<file path="config.mk">
export PLATFORM = sky130hd
export DESIGN_NAME = ple_status_bank
export DESIGN_NICKNAME = d
export VERILOG_FILES = /design/src/shared/ple_pkg.sv /design/src/hw/ple_status_bank.sv /design/src/hw/ple_lock_debounce.sv
export SDC_FILE = /design/constraint.sdc
export NUM_CORES = 1
export LEC_CHECK = 0
export ABC_AREA = 1
export BUFFER_PORTS_ARGS = -buffer_cell sky130_fd_sc_hd__buf_2
export CORE_AREA = 2 2 87 89
export DETAILED_ROUTE_END_ITERATION = 8
export DIE_AREA = 0 0 89 91
export PLACE_DENSITY = 0.58
export SLEW_MARGIN = 20
export SYNTH_ARGS = -nofsm -noshare
export SYNTH_HDL_FRONTEND = slang
export SYNTH_SLANG_ARGS = --single-unit
</file>
<file path="constraint.sdc">
create_clock -name core_clk -period 2.05 [get_ports core_clk]
set_input_delay 0.3075 -clock core_clk [delete_from_list [all_inputs] [get_ports core_clk]]
set_output_delay 0.3075 -clock core_clk [all_outputs]
set_load 0.1 [all_outputs]
</file>
<file path="src/shared/ple_pkg.sv">
// Package for the PLL lock, status and event register bank.
// Assumes a single system clock domain and a synchronous, active-high reset.
package ple_pkg;

  // ==========================================================================
  // Register indices on the processor-port register access
  // ==========================================================================
  localparam logic [1:0] PLE_IDX_CAL_STS  = 2'h0;
  localparam logic [1:0] PLE_IDX_LIVE_STS = 2'h1;
  localparam logic [1:0] PLE_IDX_EVENTS   = 2'h2;
  localparam logic [1:0] PLE_IDX_LOL_CNT  = 2'h3;

  // ==========================================================================
  // Field layouts and reset values
  // ==========================================================================
  localparam int         PLE_CAL_FAIL_BIT = 7;
  localparam int         PLE_CAL_DONE_BIT = 6;
  localparam int         PLE_BAND_W       = 6;
  localparam int         PLE_LOCK_BIT     = 0;
  localparam int         PLE_RAIL_LO_BIT  = 1;
  localparam int         PLE_RAIL_HI_BIT  = 2;
  localparam int         PLE_EVT_W        = 3;
  localparam int         PLE_CNT_W        = 4;
  localparam logic [3:0] PLE_CNT_MAX      = 4'hf;
  localparam logic [3:0] PLE_CNT_RST      = 4'h0;
  localparam logic [7:0] PLE_REG_RST      = 8'h00;
  localparam logic [2:0] PLE_EVT_RST      = 3'h0;

  // ==========================================================================
  // Lock debounce intervals, in system clock cycles
  // ==========================================================================
  localparam logic [1:0]  PLE_DB_SEL_NONE  = 2'h0;
  localparam logic [1:0]  PLE_DB_SEL_SHORT = 2'h1;
  localparam logic [1:0]  PLE_DB_SEL_MID   = 2'h2;
  localparam logic [15:0] PLE_DB_SHORT_CYC = 16'd570;
  localparam logic [15:0] PLE_DB_MID_CYC   = 16'd5700;
  localparam logic [15:0] PLE_DB_LONG_CYC  = 16'd57000;
  localparam logic [15:0] PLE_DB_CNT_ONE   = 16'h0001;
  localparam logic [15:0] PLE_DB_CNT_ZERO  = 16'h0000;

  // ==========================================================================
  // Carriers
  // ==========================================================================
  typedef struct packed {
    logic                  cal_done;
    logic                  cal_fail;
    logic [PLE_BAND_W-1:0] band;
    logic                  lock;
    logic                  rail_hi;
    logic                  rail_lo;
  } ple_analog_t;

  typedef struct packed {
    logic       lock_det_disable;
    logic       one_shot_lock_mode;
    logic [1:0] lock_timer_sel;
  } ple_cfg_t;

  typedef struct packed {
    logic       wr;
    logic [1:0] idx;
    logic [7:0] wdata;
  } ple_reg_req_t;

  typedef enum logic [1:0] {
    PLE_DB_UNLOCKED = 2'b00,
    PLE_DB_QUALIFY  = 2'b01,
    PLE_DB_LOCKED   = 2'b10
  } ple_db_state_t;

endpackage : ple_pkg

</file>
<file path="src/hw/ple_status_bank.sv">
// PLL calibration, lock status, sticky event and loss-of-lock counter bank.
// Assumes analog status arrives asynchronously and configuration comes from
// registers on core_clk; registers are reached through the processor port.
`timescale 1ns/100ps
`default_nettype none

module ple_status_bank
  import ple_pkg::*;
#(
  parameter logic [15:0] DB_MID_CYC  = PLE_DB_MID_CYC,
  parameter logic [15:0] DB_LONG_CYC = PLE_DB_LONG_CYC
) (
  input  wire logic         core_clk,
  input  wire logic         rst,
  input  wire ple_analog_t  analog_in,
  input  wire ple_cfg_t     cfg,
  input  wire ple_reg_req_t reg_req,
  output logic [7:0]        reg_rdata,
  output logic              lock_ind
);

  // ==========================================================================
  // State
  // ==========================================================================
  typedef struct packed {
    ple_analog_t          sync1;
    ple_analog_t          sync2;
    logic                 lock_q;
    logic                 held;
    logic [PLE_EVT_W-1:0] evt;
    logic [PLE_CNT_W-1:0] cnt;
    logic [7:0]           rdata;
  } ple_regs_t;

  ple_regs_t            regs_ff;
  ple_regs_t            nxt_regs;
  logic                 db_lock;
  logic                 ind;
  logic                 lock_fall;
  logic [PLE_EVT_W-1:0] evt_set;
  logic [PLE_EVT_W-1:0] evt_clr;
  logic [PLE_CNT_W-1:0] cnt_base;

  function automatic logic [PLE_CNT_W-1:0] sat_inc(input logic [PLE_CNT_W-1:0] v);
    logic [PLE_CNT_W-1:0] r;
    r = v;
    if (v != PLE_CNT_MAX) begin
      r = v + PLE_CNT_W'(1);
    end
    return r;
  endfunction : sat_inc

  function automatic logic wr_hit(input ple_reg_req_t q, input logic [1:0] idx);
    return q.wr && (q.idx == idx);
  endfunction : wr_hit

  // ==========================================================================
  // Lock qualification
  // ==========================================================================
  // Debouncer sees only the second synchroniser stage
  ple_lock_debounce #(
    .MID_CYC  (DB_MID_CYC),
    .LONG_CYC (DB_LONG_CYC)
  ) u_debounce (
    .core_clk  (core_clk),
    .rst       (rst),
    .raw_lock  (regs_ff.sync2.lock),
    .timer_sel (cfg.lock_timer_sel),
    .lock_out  (db_lock)
  );

  // ==========================================================================
  // Next state
  // ==========================================================================
  always_comb begin
    nxt_regs       = regs_ff;
    nxt_regs.sync1 = analog_in;
    nxt_regs.sync2 = regs_ff.sync1;

    // Latch clears when one-shot mode is left, so real-time mode resumes
    nxt_regs.held = cfg.one_shot_lock_mode && (regs_ff.held || db_lock);
    if (cfg.lock_det_disable) begin
      ind = 1'b1;
    end else begin
      ind = db_lock || (cfg.one_shot_lock_mode && regs_ff.held);
    end
    nxt_regs.lock_q = ind;

    lock_fall = regs_ff.lock_q && !ind;

    evt_set                  = PLE_EVT_RST;
    evt_set[PLE_RAIL_HI_BIT] = regs_ff.sync2.rail_hi;
    evt_set[PLE_RAIL_LO_BIT] = regs_ff.sync2.rail_lo;
    evt_set[PLE_LOCK_BIT]    = lock_fall;
    evt_clr = PLE_EVT_RST;
    if (wr_hit(reg_req, PLE_IDX_EVENTS)) begin
      evt_clr = reg_req.wdata[PLE_EVT_W-1:0];
    end
    // A new event in the clearing cycle survives the clear
    nxt_regs.evt = (regs_ff.evt & ~evt_clr) | evt_set;

    cnt_base = regs_ff.cnt;
    if (wr_hit(reg_req, PLE_IDX_LOL_CNT)) begin
      cnt_base = reg_req.wdata[PLE_CNT_W-1:0];
    end
    // A loss in the write cycle counts on top of the loaded value
    if (lock_fall) begin
      nxt_regs.cnt = sat_inc(cnt_base);
    end else begin
      nxt_regs.cnt = cnt_base;
    end

    nxt_regs.rdata = PLE_REG_RST;
    case (reg_req.idx)
      PLE_IDX_CAL_STS: begin
        nxt_regs.rdata[PLE_CAL_FAIL_BIT]   = regs_ff.sync2.cal_fail;
        nxt_regs.rdata[PLE_CAL_DONE_BIT]   = regs_ff.sync2.cal_done;
        nxt_regs.rdata[PLE_BAND_W-1:0]     = regs_ff.sync2.band;
      end
      PLE_IDX_LIVE_STS: begin
        nxt_regs.rdata[PLE_RAIL_HI_BIT]    = regs_ff.sync2.rail_hi;
        nxt_regs.rdata[PLE_RAIL_LO_BIT]    = regs_ff.sync2.rail_lo;
        nxt_regs.rdata[PLE_LOCK_BIT]       = regs_ff.lock_q;
      end
      PLE_IDX_EVENTS: begin
        nxt_regs.rdata[PLE_EVT_W-1:0]      = regs_ff.evt;
      end
      PLE_IDX_LOL_CNT: begin
        nxt_regs.rdata[PLE_CNT_W-1:0]      = regs_ff.cnt;
      end
      default: begin
        nxt_regs.rdata = PLE_REG_RST;
      end
    endcase
  end

  // ==========================================================================
  // Registers
  // ==========================================================================
  always_ff @(posedge core_clk) begin
    if (rst) begin
      regs_ff.sync1  <= '0;
      regs_ff.sync2  <= '0;
      regs_ff.lock_q <= 1'b0;
      regs_ff.held   <= 1'b0;
      regs_ff.evt    <= PLE_EVT_RST;
      regs_ff.cnt    <= PLE_CNT_RST;
      regs_ff.rdata  <= PLE_REG_RST;
    end else begin
      regs_ff <= nxt_regs;
    end
  end

  assign reg_rdata = regs_ff.rdata;
  assign lock_ind  = regs_ff.lock_q;

endmodule : ple_status_bank
`default_nettype wire

</file>
<file path="src/hw/ple_lock_debounce.sv">
// Lock debouncer: qualifies the raw lock over a selectable interval.
// Assumes raw_lock is already synchronised to core_clk.
`timescale 1ns/100ps
`default_nettype none
module ple_lock_debounce
  import ple_pkg::*;
#(
  parameter logic [15:0] MID_CYC  = PLE_DB_MID_CYC,
  parameter logic [15:0] LONG_CYC = PLE_DB_LONG_CYC
) (
  input  wire logic       core_clk,
  input  wire logic       rst,
  input  wire logic       raw_lock,
  input  wire logic [1:0] timer_sel,
  output logic            lock_out
);

  typedef struct packed {
    ple_db_state_t st;
    logic [15:0]   cnt;
  } ple_db_regs_t;

  ple_db_regs_t regs_ff;
  ple_db_regs_t nxt_regs;
  logic [15:0]  target;

  // ==========================================================================
  // Interval select and qualification
  // ==========================================================================
  always_comb begin
    case (timer_sel)
      // Zero interval also ends a qualification begun under another setting
      PLE_DB_SEL_NONE:  target = PLE_DB_CNT_ZERO;
      PLE_DB_SEL_SHORT: target = PLE_DB_SHORT_CYC;
      PLE_DB_SEL_MID:   target = MID_CYC;
      default:          target = LONG_CYC;
    endcase
  end

  always_comb begin
    nxt_regs = regs_ff;
    case (regs_ff.st)
      PLE_DB_UNLOCKED: begin
        if (raw_lock && timer_sel == PLE_DB_SEL_NONE) begin
          nxt_regs.st = PLE_DB_LOCKED;
        end else if (raw_lock) begin
          nxt_regs.st  = PLE_DB_QUALIFY;
          nxt_regs.cnt = PLE_DB_CNT_ONE;
        end
      end
      PLE_DB_QUALIFY: begin
        // Any dropout restarts qualification; loss is reported at once, and so is lock under the zero interval
        if (!raw_lock) begin
          nxt_regs.st  = PLE_DB_UNLOCKED;
          nxt_regs.cnt = PLE_DB_CNT_ZERO;
        end else if (regs_ff.cnt >= target) begin
          nxt_regs.st = PLE_DB_LOCKED;
        end else begin
          nxt_regs.cnt = regs_ff.cnt + PLE_DB_CNT_ONE;
        end
      end
      PLE_DB_LOCKED: begin
        if (!raw_lock) begin
          nxt_regs.st  = PLE_DB_UNLOCKED;
          nxt_regs.cnt = PLE_DB_CNT_ZERO;
        end
      end
      default: begin
        nxt_regs.st  = PLE_DB_UNLOCKED;
        nxt_regs.cnt = PLE_DB_CNT_ZERO;
      end
    endcase
  end

  always_ff @(posedge core_clk) begin
    if (rst) begin
      regs_ff.st  <= PLE_DB_UNLOCKED;
      regs_ff.cnt <= PLE_DB_CNT_ZERO;
    end else begin
      regs_ff <= nxt_regs;
    end
  end

  assign lock_out = (regs_ff.st == PLE_DB_LOCKED);

endmodule : ple_lock_debounce
`default_nettype wire

</file>
; Word level (Yosys, flattened, before mapping)
; Cells that the tools add are included.
[op_classes]
n_addsub = 2
order_cmp = 1
eq_ne = 14
n_mux = 16
bitwise = 4
reduce_logical = 15
[ops]
columns = op, n
row1 = two-way mux 18 bit, 3
row2 = one-hot mux 18 bit (3 select lines), 1
row3 = one-hot mux 16 bit (3 select lines), 1
row4 = two-way mux 16 bit, 2
row5 = "adder 16 x 1 -> 16 bit, second input constant", 1
row6 = >= comparator 16 bit, 1
row7 = two-way mux 4 bit, 3
row8 = one-hot mux 3 bit (4 select lines), 1
row9 = "equality test 2 bit, second input constant", 4
row10 = "equality test 2 x 1 -> 1 bit, second input constant", 3
row11 = logical AND 1 bit, 6
row12 = logical NOT 2 bit, 3
row13 = "inequality test 2 bit, second input constant", 3
row14 = "inequality test 3 x 2 -> 1 bit, second input constant", 2
row15 = "adder 4 x 1 -> 4 bit, second input constant", 1
row16 = two-way mux 2 bit, 2
row17 = "inequality test 4 bit, second input constant", 1
row18 = AND reduction 4 bit, 1
row19 = AND 3 bit, 1
row20 = two-way mux 3 bit, 1
row21 = "inequality test 3 bit, second input constant", 1
row22 = NOT 3 bit, 1
row23 = bitwise OR 3 bit, 1
row24 = AND reduction 3 bit, 1
row25 = 6 further kinds, 7
[word_totals]
ff_bits = 57
in_bits = 28
output_inout_bits = 9
elab_cells = 72

; Depth between registers and ports, before layout
[depth]
depth_word = 6
ltp_mapped = 16
mapped_depth_nobuf = 15

; Cells and area by module
; Synthesis repeated with hierarchy kept, for this count alone.
[hier_totals]
cells_unflattened = 438
hier_area_um2 = 3090.5
[by_module_without_submodules]
columns = mod, instances, cells_per_inst, area_per_inst_um2
row1 = ple_lock_debounce, 1, 257, 1556.5
row2 = ple_status_bank, 1, 181, 1534.0

; Worst setup path after synthesis
; Ideal clock, no wire load.
[synth_path]
kind = in2reg
start = input cfg[0] (netlist bit)
end = register u_debounce.regs_ff[10] (netlist bit)
arrival_ns = 1.649
path_slack_ns = 0.270
path_stages = 13
path_buffers = 1
path_cell_list = nand2_1 -> ha_1 -> nand2_1 -> inv_1 -> o21ai_0 -> nor2_1 -> a21oi_1 -> nand2_2 -> nand2_4 -> nand2_4 -> buf_6 -> nand2_1 -> a21oi_2
[synth_via]
elab_chain_len = 5
[synth_rtl]
columns = element, line
row1 = "start, declared", ple_status_bank.sv:16  ; input wire ple_cfg_t cfg,
row2 = equality test 2 bit (tied with other cells), ple_lock_debounce.sv:31  ; case (timer_sel)
row3 = one-hot mux 16 bit (3 select lines), ple_lock_debounce.sv:31
row4 = >= comparator 16 bit, ple_lock_debounce.sv:56  ; end else if (regs_ff.cnt >= target) begin
row5 = inequality test 3 bit (no source line), n/a
row6 = AND reduction 4 bit (no source line) *, n/a
row7 = "end signal, assigned", ple_lock_debounce.sv:80  ; regs_ff <= nxt_regs;
row8 = "end, declared", ple_lock_debounce.sv:23  ; ple_db_regs_t regs_ff;
; Every way passes the cells marked *; elsewhere a longest branch is shown, timed or not.
; A chain may end at the register's enable or synchronous reset.

; Worst setup path after layout
[layout_path]
start = register u_debounce.regs_ff[15] (netlist bit)
end = register u_debounce.regs_ff[8] (netlist bit)
[layout_via]
elab_chain_len = 3
[layout_rtl]
columns = element, line
row1 = >= comparator 16 bit, ple_lock_debounce.sv:56
row2 = inequality test 3 bit (no source line), n/a
row3 = AND reduction 4 bit (no source line), n/a
; No other way between the ends.

==> qor.yml <==
outcome: "finished clean"
antenna_violations_before_repair: 0
tritoncts: "built"
net-switching-power_w: 0.000633
mappedNetlistArea_um2: 3000
boundary_pins: 37
synth.ff_latch_count: 57
worstPathArrival_ns: 2.11
synth-seq-area-share_pct: 38.0
critical_path.cell_chain: "ha_1 -> nand2_1 -> inv_1 -> o21ai_0 -> nor2_1 -> a21oi_1 -> nand2_2 -> nand2_4 -> buf_4 -> nand3_1 -> a21oi_1"
r2r_slack_ns: 0.19
critPathCaptureType: "flip-flop"
internal_power_w: 0.00194
worst-path-max-fanout: 7
post_route_antenna_net_violation_count: 0
placementRows: 31
setup_violations: 0
ws_path_type: "flip-flop to flip-flop"
finalClockSkew_ns: 0.00913
clk_pin_slew_worst_paths_ns: 0.06
most_frequent_cells_in_the_layout: "89 x nand2_1, 68 x inv_1, 59 x nor2_1"
timing.hold.worst.class: "input port to flip-flop"
antenna-diode-count: 0
timing.critical_path.from_type: "flip-flop"
mostFrequentLayoutCell: "nand2_1"
combinationalPowerShare_pct: 9.8
fmax_mhz: 538
yosys.cell_types.count: 31
startpoint: "u_debounce.regs_ff[15]"
synth_area_per_cell_um2: 6.87
period_needed_ns: 1.86
ys_warnings: 0
worst_hold_launch: "analog_in[4]"
floorplan.die.width_um: 89
synthToLayoutAreaGrowth_pct: 19.1
hold-path-endpoint: "nxt_regs[21]"
largest_net_degree_at_the_start_of_global_routing: 44
finalHoldViolations: 0
totalWireLength_um: 6790
power_w: 0.00258
cts_buffers: 9
vdd.ir_drop.worst_mv: 0.409
hold-path-cell-count: 3
overflow: 0
dieArea_um2: 8100
cts_hold_buffers: 0
ctsLongestPathBuffers: 2
critical_path.slowest_cell: "dfxtp_1"
crit_path_frequent_cell: "a21oi_1"
cap_viol_max_count: 0
num-nets-final: 530
numPortBuffers: 32
cpLargestDelayFamily: "compound AO/OA/AOI/OAI gates"
drc_errors: 0
post-dp-hpwl_um: 5040
min_period_over_period_pct: 90.7
synthesis.instances: 437
required_ns: 2.30
first_pass_detailed_route_iteration_total: 4
timing.critical_path.buf_inv: 2
die_height_um: 91
global_route.usage.met3_pct: 5.00
met1_routing_resource_usage_after_global_routing_pct: 23.3
post_cts_buffers: 0
netSwitchingFraction_pct: 24.6
fillCellCount: 751
worst_skew_pair.late_latency_ns: 0.33
gr-usage-all-layers_pct: 18.6
finalMaxSlewViolations: 0
initial_core_utilization_pct: 42.1
via_density: 4.67
global_route_wire_length_before_repair_um: 11800
pwr_density_cell_nw_per_um2: 721
multi_input_comb_area_um2: 1480
post_cts_resize_count: 0
max_slew.worst_pin.slew_ns: 0.519
p_leak_nw: 1.62
drt-wirelength-per-cell_um: 11.5
place.gp.congestion: 0.849
h-tree-depth: 3
grt_util_met2_pct: 30.3
power.clock.fraction_pct: 45.1
maxSlewHeadroom_pct: 65.4
part_of_the_power_in_registers_pct: 45.1
detail_route.iter0.violations: 69
final_layout_size_suffix_gt1_share_pct: 16.8
seqCellArea_um2: 1140
vias: 2748
numClockSinks: 57
timing.reg2reg.worst_path_depth: 11
synth.net_count: 483
final_core_utilization_pct: 50.1
cts-root-buf: "clkbuf_8"
crit-reg2reg-launch: "u_debounce.regs_ff[15]"
rsz0062_at_grt: "false"
via_count_of_the_first_global_routing_pass: 2707
cpPeakStageDelay_ns: 0.34
crit-reg2reg-capture: "u_debounce.regs_ff[8]"
global_route.peak_usage_layer: "met2"
coreArea_um2: 7140
==> area by class of cell <==
cell class | count | share of cell area (%)
multi-input combinational | 291 | 41.4
sequential | 57 | 31.9
timing repair buffer | 56 | 9.86
inverter | 69 | 7.24
clock buffer | 11 | 3.95
tap | 99 | 3.46
clock inverter | 5 | 2.20
==> per-stage QoR <==
| stage | setup WS, ns | instance area, µm² | hold WS, ns | instances | setup TNS (ns) |
|---|---|---|---|---|---|
| after global placement | -0.0236 | 3350 | 0.389 | 572 | -0.214 |
| after floorplan | 0.270 | 3000 | 0.388 | 437 | 0 |
| final | 0.190 | 3580 | 0.177 | 588 | 0 |
| after detailed placement | -0.0940 | 3350 | 0.393 | 572 | -1.01 |
| after global routing | 0.00753 | 3580 | 0.170 | 588 | 0 |
| after CTS | 0.132 | 3570 | 0.164 | 588 | 0 |
==> worst reg2reg max path: cells and delay by family (launching register included) <==
family          cells  cell delay, ns
fa+ha+maj           1            0.32
flops               1            0.34
simple gates        5            0.44
compound gates      3            0.50
buf+inv             2            0.19
==> power groups by stage <==
stage               registers (W)  logic (W)  clock network [W]
floorplan                 0.00119   0.000172                  0
global placement          0.00119   0.000248                  0
detailed placement        0.00119   0.000252                  0
CTS                       0.00116   0.000254            0.00120
global route              0.00117   0.000288            0.00124
finish                    0.00116   0.000252            0.00116
==> sequential cells by signal (all words and copies together), names as in the netlist <==
signal	cells
nxt_regs	11
u_debounce.regs_ff	18
evt_set	2
reg_rdata	8
lock_ind	1
regs_ff	17
==> cells in the mapped netlist <==
master,n,area share [%]
nand2_1,89,11
inv_1,68,8.5
nor2_1,60,7.5
dfxtp_1,57,38
nand3_1,42,7.0
a21oi_1,32,5.3
ha_1,18,7.5
o21ai_0,15,2.5
buf_4,9,2.2
clkbuf_1,7,0.88
nand4_1,7,1.5
a31oi_1,5,1.0
nor3_1,5,0.83
nor4_1,3,0.63
nand2_4,2,0.75
o21bai_1,2,0.50
or2_2,2,0.42
a211oi_1,1,0.25
a21oi_2,1,0.29
buf_1,1,0.12
buf_12,1,0.67
buf_6,1,0.37
clkbuf_2,1,0.17
inv_2,1,0.12
nand2_2,1,0.21
nor2_2,1,0.21
nor2b_2,1,0.29
o211ai_1,1,0.25
o21a_1,1,0.25
o21ai_2,1,0.29
xor2_1,1,0.29
==> cell families after synthesis <==
| logic type | Yosys count | synth area share [%] |
|---|---|---|
| AND/OR/NAND/NOR | 213 | 30.4 |
| buffers and inverters | 89 | 13.1 |
| AO/OA/AOI/OAI | 59 | 10.7 |
| flip-flops | 57 | 38.0 |
| adder cells (fa/ha/maj) | 18 | 7.50 |
| XOR/XNOR | 1 | 0.292 |
==> worst max path at each step <==
stage                     slack (ns)  cells after the start                     end
final                           0.19                     11   u_debounce.regs_ff[8]
after detailed placement       -0.09                     14   u_debounce.regs_ff[8]
after global routing           0.008                     12   u_debounce.regs_ff[0]
after floorplan                 0.27                     13  u_debounce.regs_ff[10]
after CTS                       0.13                     12   u_debounce.regs_ff[8]
after global placement         -0.02                     14  u_debounce.regs_ff[10]
==> routing by layer <==
| metal | wire length, µm | up-vias |
|---|---|---|
| li1 | - | 1473 |
| met1 | 3220 | 1234 |
| met2 | 3280 | 34 |
| met3 | 222 | 7 |
| met4 | 68 | 0 |
| met5 | 0 | - |
Power figures use the tool's default switching activity.
